==> src/common/pac_pkg.sv <==
/*
 * shared constants, types and helpers of the pipelined sampling
 * converter output control block.
 * assumes: a 100 MHz system clock and a slow encode strobe (125 ns).
 */
// Contract
// - conversion starts on encode rising edge
// - encode high when positive leg exceeds negative
// - track while encode low, freeze on rise
// - result appears five encode cycles after sampling
// - adjacent stages load on opposite encode edges
// - stage results aligned and merged before output
// - normal run; outputs driven when enable low
// - power-down gives nap or sleep, outputs off
// - style select picks full, demux or differential
// - format select picks coding and stabilizer
// - differential: twelve pairs, top pair is msb
// - range flag high, aligned with its word
// - simultaneous demux: latency five and six
package pac_pkg;

  // ==========================================================
  // widths and pipeline figures
  localparam int WORD_W = 12;
  localparam int MSB_IDX = WORD_W - 1;
  localparam int NUM_STAGES = 5;
  localparam int LATENCY_CYC = 5;

  // stage slices: each stage resolves its own group of bits
  localparam logic [11:0] SLICE_MASK [NUM_STAGES] = '{
    12'he00, 12'h1c0, 12'h030, 12'h00c, 12'h003};

  // ==========================================================
  // output style and format encodings
  localparam logic [1:0] STYLE_FULL = 2'h0;
  localparam logic [1:0] STYLE_SIMUL = 2'h1;
  localparam logic [1:0] STYLE_INTLV = 2'h2;
  localparam logic [1:0] STYLE_DIFF = 2'h3;
  localparam logic [1:0] FMT_OB_OFF = 2'h0;
  localparam logic [1:0] FMT_OB_ON = 2'h1;
  localparam logic [1:0] FMT_TC_ON = 2'h2;
  localparam logic [1:0] FMT_TC_OFF = 2'h3;

  // ==========================================================
  // register map
  localparam int ADR_W = 8;
  localparam logic [7:0] REG_CTRL = 8'h00;
  localparam logic [7:0] REG_STAT = 8'h04;
  localparam logic [7:0] REG_MASK = 8'h08;
  localparam logic [7:0] REG_DATA = 8'h0c;
  localparam int EV_WORD = 0;
  localparam int EV_RANGE = 1;
  localparam int EV_W = 2;

  // ==========================================================
  // types
  typedef enum logic [1:0] {OP_NORMAL, OP_NAP, OP_SLEEP} pac_op_t;

  typedef struct packed {
    logic oe_n;
    logic power_down_select;
    logic [1:0] fmt;
    logic [1:0] style;
  } pac_ctrl_t;

  localparam pac_ctrl_t CTRL_RESET = 6'h03;

  typedef struct packed {
    logic over;
    logic [11:0] code;
  } pac_sample_t;

  typedef struct packed {
    logic data_valid_strobe;
    logic range_exceed_flag;
    logic [11:0] sample_bits;
  } pac_bus_t;

  // two's complement is offset binary with the msb turned over
  function automatic logic [11:0] pac_format(input logic [11:0] code,
                                             input logic twos);
    return {code[MSB_IDX] ^ twos, code[MSB_IDX-1:0]};
  endfunction

  function automatic logic pac_is_twos(input logic [1:0] fmt);
    return (fmt == FMT_TC_ON) || (fmt == FMT_TC_OFF);
  endfunction

endpackage

==> src/rtl/pac_pipe.sv <==
/*
 * five-stage conversion pipeline with alignment and correction.
 * assumes: encode edges arrive as one-cycle pulses on clk_i.
 */
`timescale 1ns/1ns
module pac_pipe #(
  parameter int STAGES = pac_pkg::NUM_STAGES,
  parameter int LAT = pac_pkg::LATENCY_CYC
) (
  // clock and reset
  input wire logic clk_i,
  input wire logic rst_i,
  // encode edges and run control
  input wire logic enc_rise_i,
  input wire logic enc_fall_i,
  input wire logic run_i,
  // held sample in, corrected word out
  input wire pac_pkg::pac_sample_t sample_i,
  output pac_pkg::pac_sample_t word_o,
  output logic word_valid_o
);
  import pac_pkg::*;

  localparam int ALIGN = LAT - (STAGES + 1) / 2;

  pac_sample_t acc_r [STAGES];
  logic [11:0] res_r [STAGES];
  pac_sample_t in_acc [STAGES];
  logic [11:0] in_res [STAGES];
  pac_sample_t align_r [ALIGN];
  pac_sample_t merged;
  logic [3:0] fill_r;
  wire rise_run = enc_rise_i & run_i;

  // ==========================================================
  // stage inputs: first stage reads the held sample
  assign in_acc[0] = '{over: sample_i.over, code: '0};
  assign in_res[0] = sample_i.code;
  for (genvar k = 1; k < STAGES; k++) begin : g_link
    assign in_acc[k] = acc_r[k-1];
    assign in_res[k] = res_r[k-1];
  end

  // each stage resolves its slice and passes the residue on
  always_ff @(posedge clk_i) begin
    for (int k = 0; k < STAGES; k++) begin
      if (rst_i) begin
        acc_r[k] <= '0;
        res_r[k] <= '0;
      end else if (run_i && ((k % 2 == 0) ? enc_fall_i : enc_rise_i)) begin
        acc_r[k].over <= in_acc[k].over;
        acc_r[k].code <= in_acc[k].code | (in_res[k] & SLICE_MASK[k]);
        res_r[k] <= in_res[k] & ~SLICE_MASK[k];
      end
    end
  end

  // ==========================================================
  // correction merges slices; alignment pads latency
  assign merged = '{over: acc_r[STAGES-1].over,
                    code: acc_r[STAGES-1].code | res_r[STAGES-1]};

  always_ff @(posedge clk_i) begin
    if (rst_i) begin
      for (int i = 0; i < ALIGN; i++) align_r[i] <= '0;
    end else if (rise_run) begin
      align_r[0] <= merged;
      for (int i = 1; i < ALIGN; i++) align_r[i] <= align_r[i-1];
    end
  end

  // output word and a fill count that hides start-up garbage
  always_ff @(posedge clk_i) begin
    if (rst_i) begin
      word_o <= '0;
      word_valid_o <= 1'b0;
      fill_r <= '0;
    end else begin
      word_valid_o <= rise_run && (fill_r == 4'(LAT));
      if (rise_run) begin
        word_o <= align_r[ALIGN-1];
        if (fill_r != 4'(LAT)) fill_r <= fill_r + 4'h1;
      end
    end
  end
endmodule // pac_pipe

==> src/rtl/pac_top.sv <==
/*
 * output control of a 12-bit pipelined sampling converter: encode
 * sampling, pipeline, output styles, formats, power modes, registers.
 * assumes: classic wishbone master on clk_i; encode and analog code
 * arrive from outside the clock domain and are synchronised here.
 */
`timescale 1ns/1ns
module pac_top (
  // clock and reset
  input wire logic clk_i,
  input wire logic rst_i,
  // wishbone slave
  input wire logic wb_cyc_i,
  input wire logic wb_stb_i,
  input wire logic wb_we_i,
  input wire logic [pac_pkg::ADR_W-1:0] wb_adr_i,
  input wire logic [3:0] wb_sel_i,
  input wire logic [31:0] wb_dat_i,
  output logic [31:0] wb_dat_o,
  output logic wb_ack_o,
  // encode strobe and converted analog value
  input wire logic sample_strobe_p_i,
  input wire logic sample_strobe_n_i,
  input wire logic [11:0] analog_code_i,
  input wire logic analog_over_i,
  // output buses, enables low while driving
  output pac_pkg::pac_bus_t bus_a_p_o,
  output pac_pkg::pac_bus_t bus_a_n_o,
  output pac_pkg::pac_bus_t bus_b_o,
  output logic bus_a_oe_n_o,
  output logic bus_b_oe_n_o,
  // status
  output logic stabilizer_on_o,
  output logic irq_o
);
  import pac_pkg::*;

  // ==========================================================
  // declarations
  logic enc_p_s1_r, enc_p_s2_r, enc_n_s1_r, enc_n_s2_r, enc_r;
  pac_sample_t ana_s1_r, ana_s2_r, track_r, held_r;
  pac_ctrl_t ctrl_r;
  logic [EV_W-1:0] stat_r, mask_r, stat_nxt, ev, clr;
  pac_sample_t last_r, prev_r, pipe_word;
  pac_bus_t a_r, b_r, a_nxt, b_nxt;
  logic phase_r, ack_r, word_valid;
  logic [31:0] dat_r, rd_mux;
  logic [11:0] fw;
  pac_op_t op;

  // ==========================================================
  // two-flop synchronisers for every outside input
  always_ff @(posedge clk_i) begin
    if (rst_i) begin
      enc_p_s1_r <= 1'b0;
      enc_p_s2_r <= 1'b0;
      enc_n_s1_r <= 1'b0;
      enc_n_s2_r <= 1'b0;
      ana_s1_r <= '0;
      ana_s2_r <= '0;
    end else begin
      enc_p_s1_r <= sample_strobe_p_i;
      enc_p_s2_r <= enc_p_s1_r;
      enc_n_s1_r <= sample_strobe_n_i;
      enc_n_s2_r <= enc_n_s1_r;
      ana_s1_r <= '{over: analog_over_i, code: analog_code_i};
      ana_s2_r <= ana_s1_r;
    end
  end

  // ==========================================================
  // encode level and edges
  wire enc_now = enc_p_s2_r & ~enc_n_s2_r;
  wire enc_rise = enc_now & ~enc_r;
  wire enc_fall = ~enc_now & enc_r;

  // mode decode
  assign op = !ctrl_r.power_down_select ? OP_NORMAL :
              (ctrl_r.oe_n ? OP_SLEEP : OP_NAP);
  wire run = (op != OP_SLEEP);
  wire drive_a = (op == OP_NORMAL) && !ctrl_r.oe_n;
  wire demux = (ctrl_r.style == STYLE_SIMUL) ||
               (ctrl_r.style == STYLE_INTLV);
  wire twos = pac_is_twos(ctrl_r.fmt);
  wire stab = (ctrl_r.fmt == FMT_OB_ON) || (ctrl_r.fmt == FMT_TC_ON);

  // track while encode low, freeze at the rising edge
  always_ff @(posedge clk_i) begin
    if (rst_i) begin
      enc_r <= 1'b0;
      track_r <= '0;
      held_r <= '0;
    end else begin
      enc_r <= enc_now;
      if (!enc_now) track_r <= ana_s2_r;
      if (enc_rise && run) held_r <= track_r;
    end
  end

  // ==========================================================
  // conversion pipeline
  pac_pipe #(
    .STAGES(NUM_STAGES),
    .LAT(LATENCY_CYC)
  ) u_pipe (
    .clk_i(clk_i),
    .rst_i(rst_i),
    .enc_rise_i(enc_rise),
    .enc_fall_i(enc_fall),
    .run_i(run),
    .sample_i(held_r),
    .word_o(pipe_word),
    .word_valid_o(word_valid)
  );

  assign fw = pac_format(pipe_word.code, twos);

  // ==========================================================
  // output bus next values per style
  always_comb begin
    a_nxt = a_r;
    b_nxt = b_r;
    if (word_valid) begin
      if (!demux || phase_r) begin
        a_nxt = '{data_valid_strobe: 1'b1,
                  range_exceed_flag: pipe_word.over,
                  sample_bits: fw};
      end
      if (demux && phase_r) begin
        b_nxt.data_valid_strobe = 1'b0;
        if (ctrl_r.style == STYLE_SIMUL) begin
          b_nxt.range_exceed_flag = prev_r.over;
          b_nxt.sample_bits = prev_r.code;
        end
      end
      if (demux && !phase_r) begin
        a_nxt.data_valid_strobe = 1'b0;
        b_nxt.data_valid_strobe = 1'b1;
        if (ctrl_r.style == STYLE_INTLV) begin
          b_nxt.range_exceed_flag = pipe_word.over;
          b_nxt.sample_bits = fw;
        end
      end
    end else if (enc_fall && !demux) begin
      a_nxt.data_valid_strobe = 1'b0;
    end
  end

  // output registers; negative legs mirror the positive ones
  always_ff @(posedge clk_i) begin
    if (rst_i) begin
      a_r <= '0;
      b_r <= '0;
      bus_a_n_o <= '1;
      phase_r <= 1'b0;
      prev_r <= '0;
    end else begin
      a_r <= a_nxt;
      b_r <= b_nxt;
      bus_a_n_o <= ~a_nxt;
      if (word_valid) phase_r <= ~phase_r;
      if (word_valid && !phase_r) prev_r <= '{over: pipe_word.over,
                                              code: fw};
    end
  end
  assign bus_a_p_o = a_r;
  assign bus_b_o = b_r;

  // enables, stabilizer state and last word for readback
  always_ff @(posedge clk_i) begin
    if (rst_i) begin
      bus_a_oe_n_o <= 1'b1;
      bus_b_oe_n_o <= 1'b1;
      stabilizer_on_o <= 1'b0;
      last_r <= '0;
    end else begin
      bus_a_oe_n_o <= ~drive_a;
      bus_b_oe_n_o <= ~(drive_a && demux);
      stabilizer_on_o <= stab;
      if (word_valid) last_r <= '{over: pipe_word.over, code: fw};
    end
  end

  // ==========================================================
  // wishbone decode
  wire req = wb_cyc_i && wb_stb_i && !ack_r;
  wire wr = req && wb_we_i;
  wire wr_ctrl = wr && (wb_adr_i == REG_CTRL) && wb_sel_i[0];
  wire wr_mask = wr && (wb_adr_i == REG_MASK) && wb_sel_i[0];
  wire wr_stat = wr && (wb_adr_i == REG_STAT) && wb_sel_i[0];

  assign rd_mux = (wb_adr_i == REG_CTRL) ? 32'(ctrl_r) :
                  (wb_adr_i == REG_STAT) ? 32'(stat_r) :
                  (wb_adr_i == REG_MASK) ? 32'(mask_r) :
                  (wb_adr_i == REG_DATA) ? 32'({op, stab, last_r}) :
                  32'h0000_0000;

  // sticky events, written one clears, a new event wins
  assign ev[EV_WORD] = word_valid;
  assign ev[EV_RANGE] = word_valid && pipe_word.over;
  assign clr = wr_stat ? wb_dat_i[EV_W-1:0] : '0;
  assign stat_nxt = (stat_r & ~clr) | ev;

  // register file and single-cycle acknowledge
  always_ff @(posedge clk_i) begin
    if (rst_i) begin
      ctrl_r <= CTRL_RESET;
      mask_r <= '0;
      stat_r <= '0;
      ack_r <= 1'b0;
      dat_r <= '0;
      irq_o <= 1'b0;
    end else begin
      ack_r <= req;
      if (req) dat_r <= rd_mux;
      if (wr_ctrl) ctrl_r <= wb_dat_i[$bits(pac_ctrl_t)-1:0];
      if (wr_mask) mask_r <= wb_dat_i[EV_W-1:0];
      stat_r <= stat_nxt;
      irq_o <= |(stat_nxt & mask_r);
    end
  end
  assign wb_ack_o = ack_r;
  assign wb_dat_o = dat_r;
endmodule // pac_top

==> config.mk <==
export PLATFORM = sky130hd
export DESIGN_NAME = pac_top
export DESIGN_NICKNAME = d
export VERILOG_FILES = /design/src/common/pac_pkg.sv /design/src/rtl/pac_pipe.sv /design/src/rtl/pac_top.sv
export SDC_FILE = /design/constraint.sdc
export NUM_CORES = 1
export LEC_CHECK = 0
export BUFFER_PORTS_ARGS = -buffer_cell sky130_fd_sc_hd__buf_2
export CORE_AREA = 2 2 159 161
export CTS_CLUSTER_DIAMETER = 80
export CTS_CLUSTER_SIZE = 30
export DETAILED_ROUTE_END_ITERATION = 8
export DIE_AREA = 0 0 161 163
export GPL_ROUTABILITY_DRIVEN = 0
export PLACE_DENSITY = 0.71
export SKIP_CTS_REPAIR_TIMING = 1
export SLEW_MARGIN = 25
export SYNTH_ARGS = -nofsm -noshare
export SYNTH_HDL_FRONTEND = slang
export SYNTH_SLANG_ARGS = --single-unit
export TNS_END_PERCENT = 5
==> constraint.sdc <==
create_clock -name clk_i -period 2.65 [get_ports clk_i]
set_clock_uncertainty 0.15 [all_clocks]
set_input_delay 0.265 -clock clk_i [delete_from_list [all_inputs] [get_ports clk_i]]
set_output_delay 0.265 -clock clk_i [all_outputs]
set_load 0.01 [all_outputs]
# After elaboration in Yosys (flattened, before gate mapping)
# Memory sizes are Yosys's and may differ from the RTL's. A register that Yosys moved wholly into a read port is not among the register bits.
# Cells that the tools add are included.
[totals]
regBits = 178
latchBits = 0
ram_bits = 151
romBits = 0
in_bits = 64
out_inout_bits = 79
wordCells = 171
mem_count = 3
[mem_list]
columns = ["memory", "words", "width", "rd", "rd_clocked_by_memory_dff", "write_ports", "line_no", "source"]
rows = [
  ["u_pipe.acc_r", 5, 13, 5, 0, 5, "pac_pipe.sv:26", "pac_sample_t acc_r [STAGES];"],
  ["u_pipe.res_r", 5, 12, 5, 0, 5, "pac_pipe.sv:27", "logic [11:0] res_r [STAGES];"],
  ["u_pipe.align_r", 2, 13, 2, 1, 2, "pac_pipe.sv:30", "pac_sample_t align_r [ALIGN];"],
]
[classes]
n_addsub = 1
n_mul = 0
n_div = 0
order_cmp = 0
eq_ne = 11
shift = 0
n_mux = 44
n_bitwise = 38
n_reduce_logical = 33
[op_table]
columns = ["op", "count"]
rows = [
  ["$mux W12", 10],
  ["$mux W13", 5],
  ["$mux W16", 4],
  ["$mux W14", 3],
  ["$logic_and A1 B1 Y1", 19],
  ["$mux W1", 19],
  ["$or A1 B1 Y1", 17],
  ["$eq A8 B4 Y1 const B", 2],
  ["$not A14 Y14", 1],
  ["$or A12 B12 Y12", 1],
  ["$or A12 B2 Y12", 1],
  ["$or A12 B4 Y12", 1],
  ["$or A12 B6 Y12", 1],
  ["$or A12 B9 Y12", 1],
  ["$eq A8 B3 Y1 const B", 1],
  ["$logic_not A8 Y1", 1],
  ["$eq A2 B2 Y1 const B", 3],
  ["$mux W2", 3],
  ["$not A1 Y1", 6],
  ["$add A4 B1 Y4 const B", 1],
  ["$and A1 B1 Y1", 4],
  ["$and A2 B2 Y2", 2],
  ["$eq A2 B1 Y1 const B", 2],
  ["$eq A4 B3 Y1 const B", 1],
  ["other kinds (11)", 18],
]

# Logic depth before layout (Yosys ltp)
[logic_depth]
depth_word = 11
depth_mapped = 7
depth_no_buf = 6

# By module
# From an unflattened synthesis, not the netlist that was laid out.
[hier_totals]
hier_cells = 869
hier_area_um2 = 9744.3
[modules_own_cells]
columns = ["mod", "instances", "cells_each", "area_per_inst_um2", "seq_area_each_um2"]
rows = [
  ["pac_top", 1, 591, 5701.7, 3143.0],
  ["pac_pipe", 1, 278, 4042.6, 3093.0],
]

# Worst setup path before layout
# OpenSTA, ideal clock, no wires.
[synth_path]
kind = "input -> register"
start = "input rst_i"
end = "memory u_pipe.acc_r[1][10] (netlist bit), enable pin"
setup_ns = 0.418
arrival_time_ns = 2.125
required_ns = 2.082
path_slack_ns = -0.043
path_stages = 3
path_buffers = 2
cell_sequence = "clkbuf_1 clkbuf_1 nand2b_1"
[synth_rtl]
columns = ["element", "line_no", "source"]
rows = [
  ["from (decl)", "pac_top.sv:11", "input wire logic rst_i,"],
  ["to (decl)", "pac_pipe.sv:26", ""],
]

# Final worst setup path
[layout_path]
start = "register ctrl_r[0] (netlist bit)"
end = "register a_r (netlist bit bus_a_p_o[9])"
[layout_via]
elab_chain_cells = 6
elab_cells_between_ends = 7
cone_classes = "2 x eq/ne; 2 x mux; 3 x reduce/logical"
[layout_lines]
columns = ["element", "line_no", "source"]
rows = [
  ["from (decl)", "pac_top.sv:42", "pac_ctrl_t ctrl_r;"],
  ["from (signal assigned)", "pac_top.sv:216", "if (wr_ctrl) ctrl_r <= wb_dat_i[$bits(pac_ctrl_t)-1:0];"],
  ["$eq A2 B1 Y1 / $eq A2 B2 Y1 (equally long branches)", "pac_top.sv:82, pac_top.sv:83", ""],
  ["$logic_or A1 B1 Y1 *", "pac_top.sv:82", "wire demux = (ctrl_r.style == STYLE_SIMUL) ||"],
  ["$logic_not A1 Y1 *", "pac_top.sv:124", "if (!demux || phase_r) begin"],
  ["$logic_or A1 B1 Y1 *", "pac_top.sv:124", ""],
  ["$mux W14 *", "pac_top.sv:124", ""],
  ["$mux W13 *", "pac_top.sv:123", "if (word_valid) begin"],
  ["to (signal assigned)", "pac_top.sv:158", "a_r <= a_nxt;"],
  ["to (decl)", "pac_top.sv:45", "pac_bus_t a_r, b_r, a_nxt, b_nxt;"],
]
# Every way passes the cells marked *; elsewhere a longest branch is shown, timed or not.
# A chain may end at the register's enable or synchronous reset.

==> results.toml <==
[floorplanning]
coreArea_sq_mm = 0.0247
die-width_um = 161
rows = 58
die_y_um = 163
start_util_pct = 39.2
num_io_pins = 143
dieArea_sq_mm = 0.0262

[critical_path]
r2r-start = "ctrl_r[0]$_SDFFE_PP1P_"
crit_start = "ctrl_r[0]$_SDFFE_PP1P_"
crit_path_start_kind = "register"
reg2regPathDepth = 6
cp_max_fo = 9
rr_endpoint = "bus_a_p_o[9]$_SDFF_PP0_"
regToRegSetupSlack_ns = 0.53
cp-endpoint = "bus_a_p_o[9]$_SDFF_PP0_"
cp.required_ns = 2.88
cp.arrival_ns = 2.35
crit_type = "reg2reg"
end_kind = "register"

[yosys]
yosys-top-cells-area = "dfxtp_1, edfxtp_1, and2_1, nand2_1, mux2i_1"
yosysTopAreaCellShare_pct = 36.2
synth_seq_area_share_pct = 64.5
syn_area_sq_mm = 0.00967
avgSynthCellArea_sq_um = 11.2
yosysTopAreaCell = "dfxtp_1"
synth_cells = 866
yosysWarnings = 0
ys_seq_elements = 266
ys_types = 49

[job]
maxCapViolCount = 0

[pwr]
clockPowerShare_pct = 33.7
switching_power_mw = 1.48
p_total_mw = 6.94
ir_drop_mv = 0.613
power-per-cell-area_mw_per_mm2 = 625
p_sw_share_pct = 21.3
seqPwrFrac_pct = 62.6
leakagePower_nw = 4.28
comb_power_share_pct = 3.7
internal-power_mw = 5.46

[sta]
rsz0062_at_grt = "no"
finalHoldViolCount = 0
finalCritPeriodShare_pct = 80.0
worstMarginPinSlew_ns = 0.679
finalCriticalPeriod_ns = 2.12
relSlewSlack_pct = 54.6
final-setup-viol-count = 0
setup-tns-final_ns = 0
max_freq_mhz = 472
slew_viol_final = 0
setup_ws_ns = 0.531

[grt]
grt_usage_pct = 12.4
grt_overflow = 0
grt_pass1_wl_um = 27100
grt_max_degree = 70
grt_antenna_before_repair = 0
grt_pass1_vias = 5640

[layout]
diodes = 0
drive_above_1_share_pct = 15.1
final_util_pct = 45.0
area_growth_pct = 14.9
fillers = 2304
num-nets-final = 1038

[route]
drtAntennaViolNets = 0
drc_errors = 0
dr_total_vias = 6049
firstDrtPassIters = 4
vias_per_cell = 4.64
drt_iter0_drc = 354
wirelength_um = 17000
wl_per_cell_um = 13.0

[placed_design]
hpwl_um = 11100
dp_slack_ns = 0.520
io_buffers = 97

[clocking]
cts-htree-levels = 1
worstSkewPairLatency_ns = 0.50
cts-root-buf = "clkbuf_16"
clk_pin_slew_ns = 0.11
clkSinkCount = 266
tritoncts = "built"
numCtsBuffers = 13
clockBufferDepth = 3

[hold_path]
hold_class = "in2reg"

[outcome]
outcome = "complete, no violations"
==> synth_stat cells (all sizes together) <==
cell and instances:
or4 2, nor3b 2, or2 2, clkbuf 34, nor2b 31, a32oi 1, nand3b 3, mux2i 44
a22oi 4, nand3 5, ha 6, a311oi 3, edfxtp 91, dfxtp 175, and3 1, and2 93
a22o 7, or3 6, xor2 2, o22ai 2, nor3 2, a211o 2, inv 22, nand2b 8
a32o 4, conb 1, nor2 66, o21ai 3, a21oi 68, nand4 4, a21o 2, nand2 119
nor4bb 1, a211oi 12, nand4b 2, buf 30, xnor2 1, nor4 4, and3b 1
==> per-stage QoR <==
stage               hold WS (ns)  cells  area (sq um)
detailed placement         0.272   1262         10500
finish                    0.0490   1304         11100
CTS                       -0.192   1283         10900
global placement           0.269   1262         10500
global route              0.0589   1304         11100
floorplan                  0.225    881          9730
==> sequential cells by signal (all words and copies together) (netlist names), 14 cells and up <==
name and cells:
bus_a_n_o 14, bus_a_p_o 14, bus_b_o 14, u_pipe.acc_r 44, u_pipe.align_r 26, u_pipe.res_r 21
wb_dat_o 16
==> power groups by stage <==
stage	sequential, mW	clock, mW	combinational, mW
after floorplan	4.43	0	0.169
after global placement	4.44	0	0.225
after detailed placement	4.44	0	0.231
after CTS	4.35	2.40	0.232
after global routing	4.36	2.53	0.283
final	4.35	2.34	0.254
==> cell type report <==
cell class	count	area (sq um)	area share, %
Clock buffer	17	340	3.06
Inverter	22	82.6	0.743
Tap cell	330	413	3.72
Multi-Input combinational cell	529	3100	27.9
Sequential cell	266	6240	56.1
Timing Repair Buffer	136	858	7.73
Clock inverter	4	77.6	0.698
==> worst max-delay path: stages, from the launching register on <==
cell     delay, ns
dfxtp_1       0.37
inv_1         0.07
ha_1          0.42
o21ai_2       0.42
buf_4         0.29
mux2i_1       0.21
nor2_1        0.08
==> kinds of logic after synthesis <==
group,count (synthesis),share of synthesized area (%)
AOI/OAI and AO/OA,108,6.83
xor gates and xnor gates,3,0.272
adders and majority gates,6,0.776
buffers and inverters,86,4.15
DFF,266,64.5
muxes,44,4.55
other,1,0.0388
and+or+nand+nor,352,18.9
==> worst min path at each step <==
stage | start | to | depth (start not counted)
after floorplan | wb_dat_i[1] | stat_r[1]$_SDFF_PP0_ | 1
after global placement | ana_s1_r[9]$_SDFF_PP0_ | ana_s2_r[9]$_SDFF_PP0_ | 1
after CTS | sample_strobe_p_i | enc_p_s1_r$_SDFF_PP0_ | 2
after detailed placement | enc_n_s1_r$_SDFF_PP0_ | enc_n_s2_r$_SDFF_PP0_ | 1
final | wb_adr_i[7] | wb_dat_o[0]$_SDFFE_PP0N_ | 4
after global routing | rst_i | enc_r$_SDFF_PP0_ | 2
==> layout by cell type (no fill, tap or decap), types with 7 or more instances in the layout <==
cell type,netlist,final
dfxtp_1,175,175
nand2_1,118,118
buf_2,9,96
and2_1,93,93
edfxtp_1,91,91
a21oi_1,68,67
nor2_1,65,64
mux2i_1,44,44
nor2b_1,31,31
inv_1,22,22
dlygate4sd3_1,0,21
buf_4,18,17
conb_1,1,16
clkbuf_16,0,13
a211oi_1,12,12
nand2b_1,8,7
a22o_1,7,7
==> per-layer routing <==
metal / part of all wire (%) / vias up / GRT usage, %
met5: 0 / - / 0
met4: 1.7 / 0 / 2.44
met3: 4.0 / 16 / 2.11
met2: 49 / 106 / 22.7
met1: 45 / 2860 / 15.6
li1: - / 3067 / -
Power figures use the tool's default switching activity.
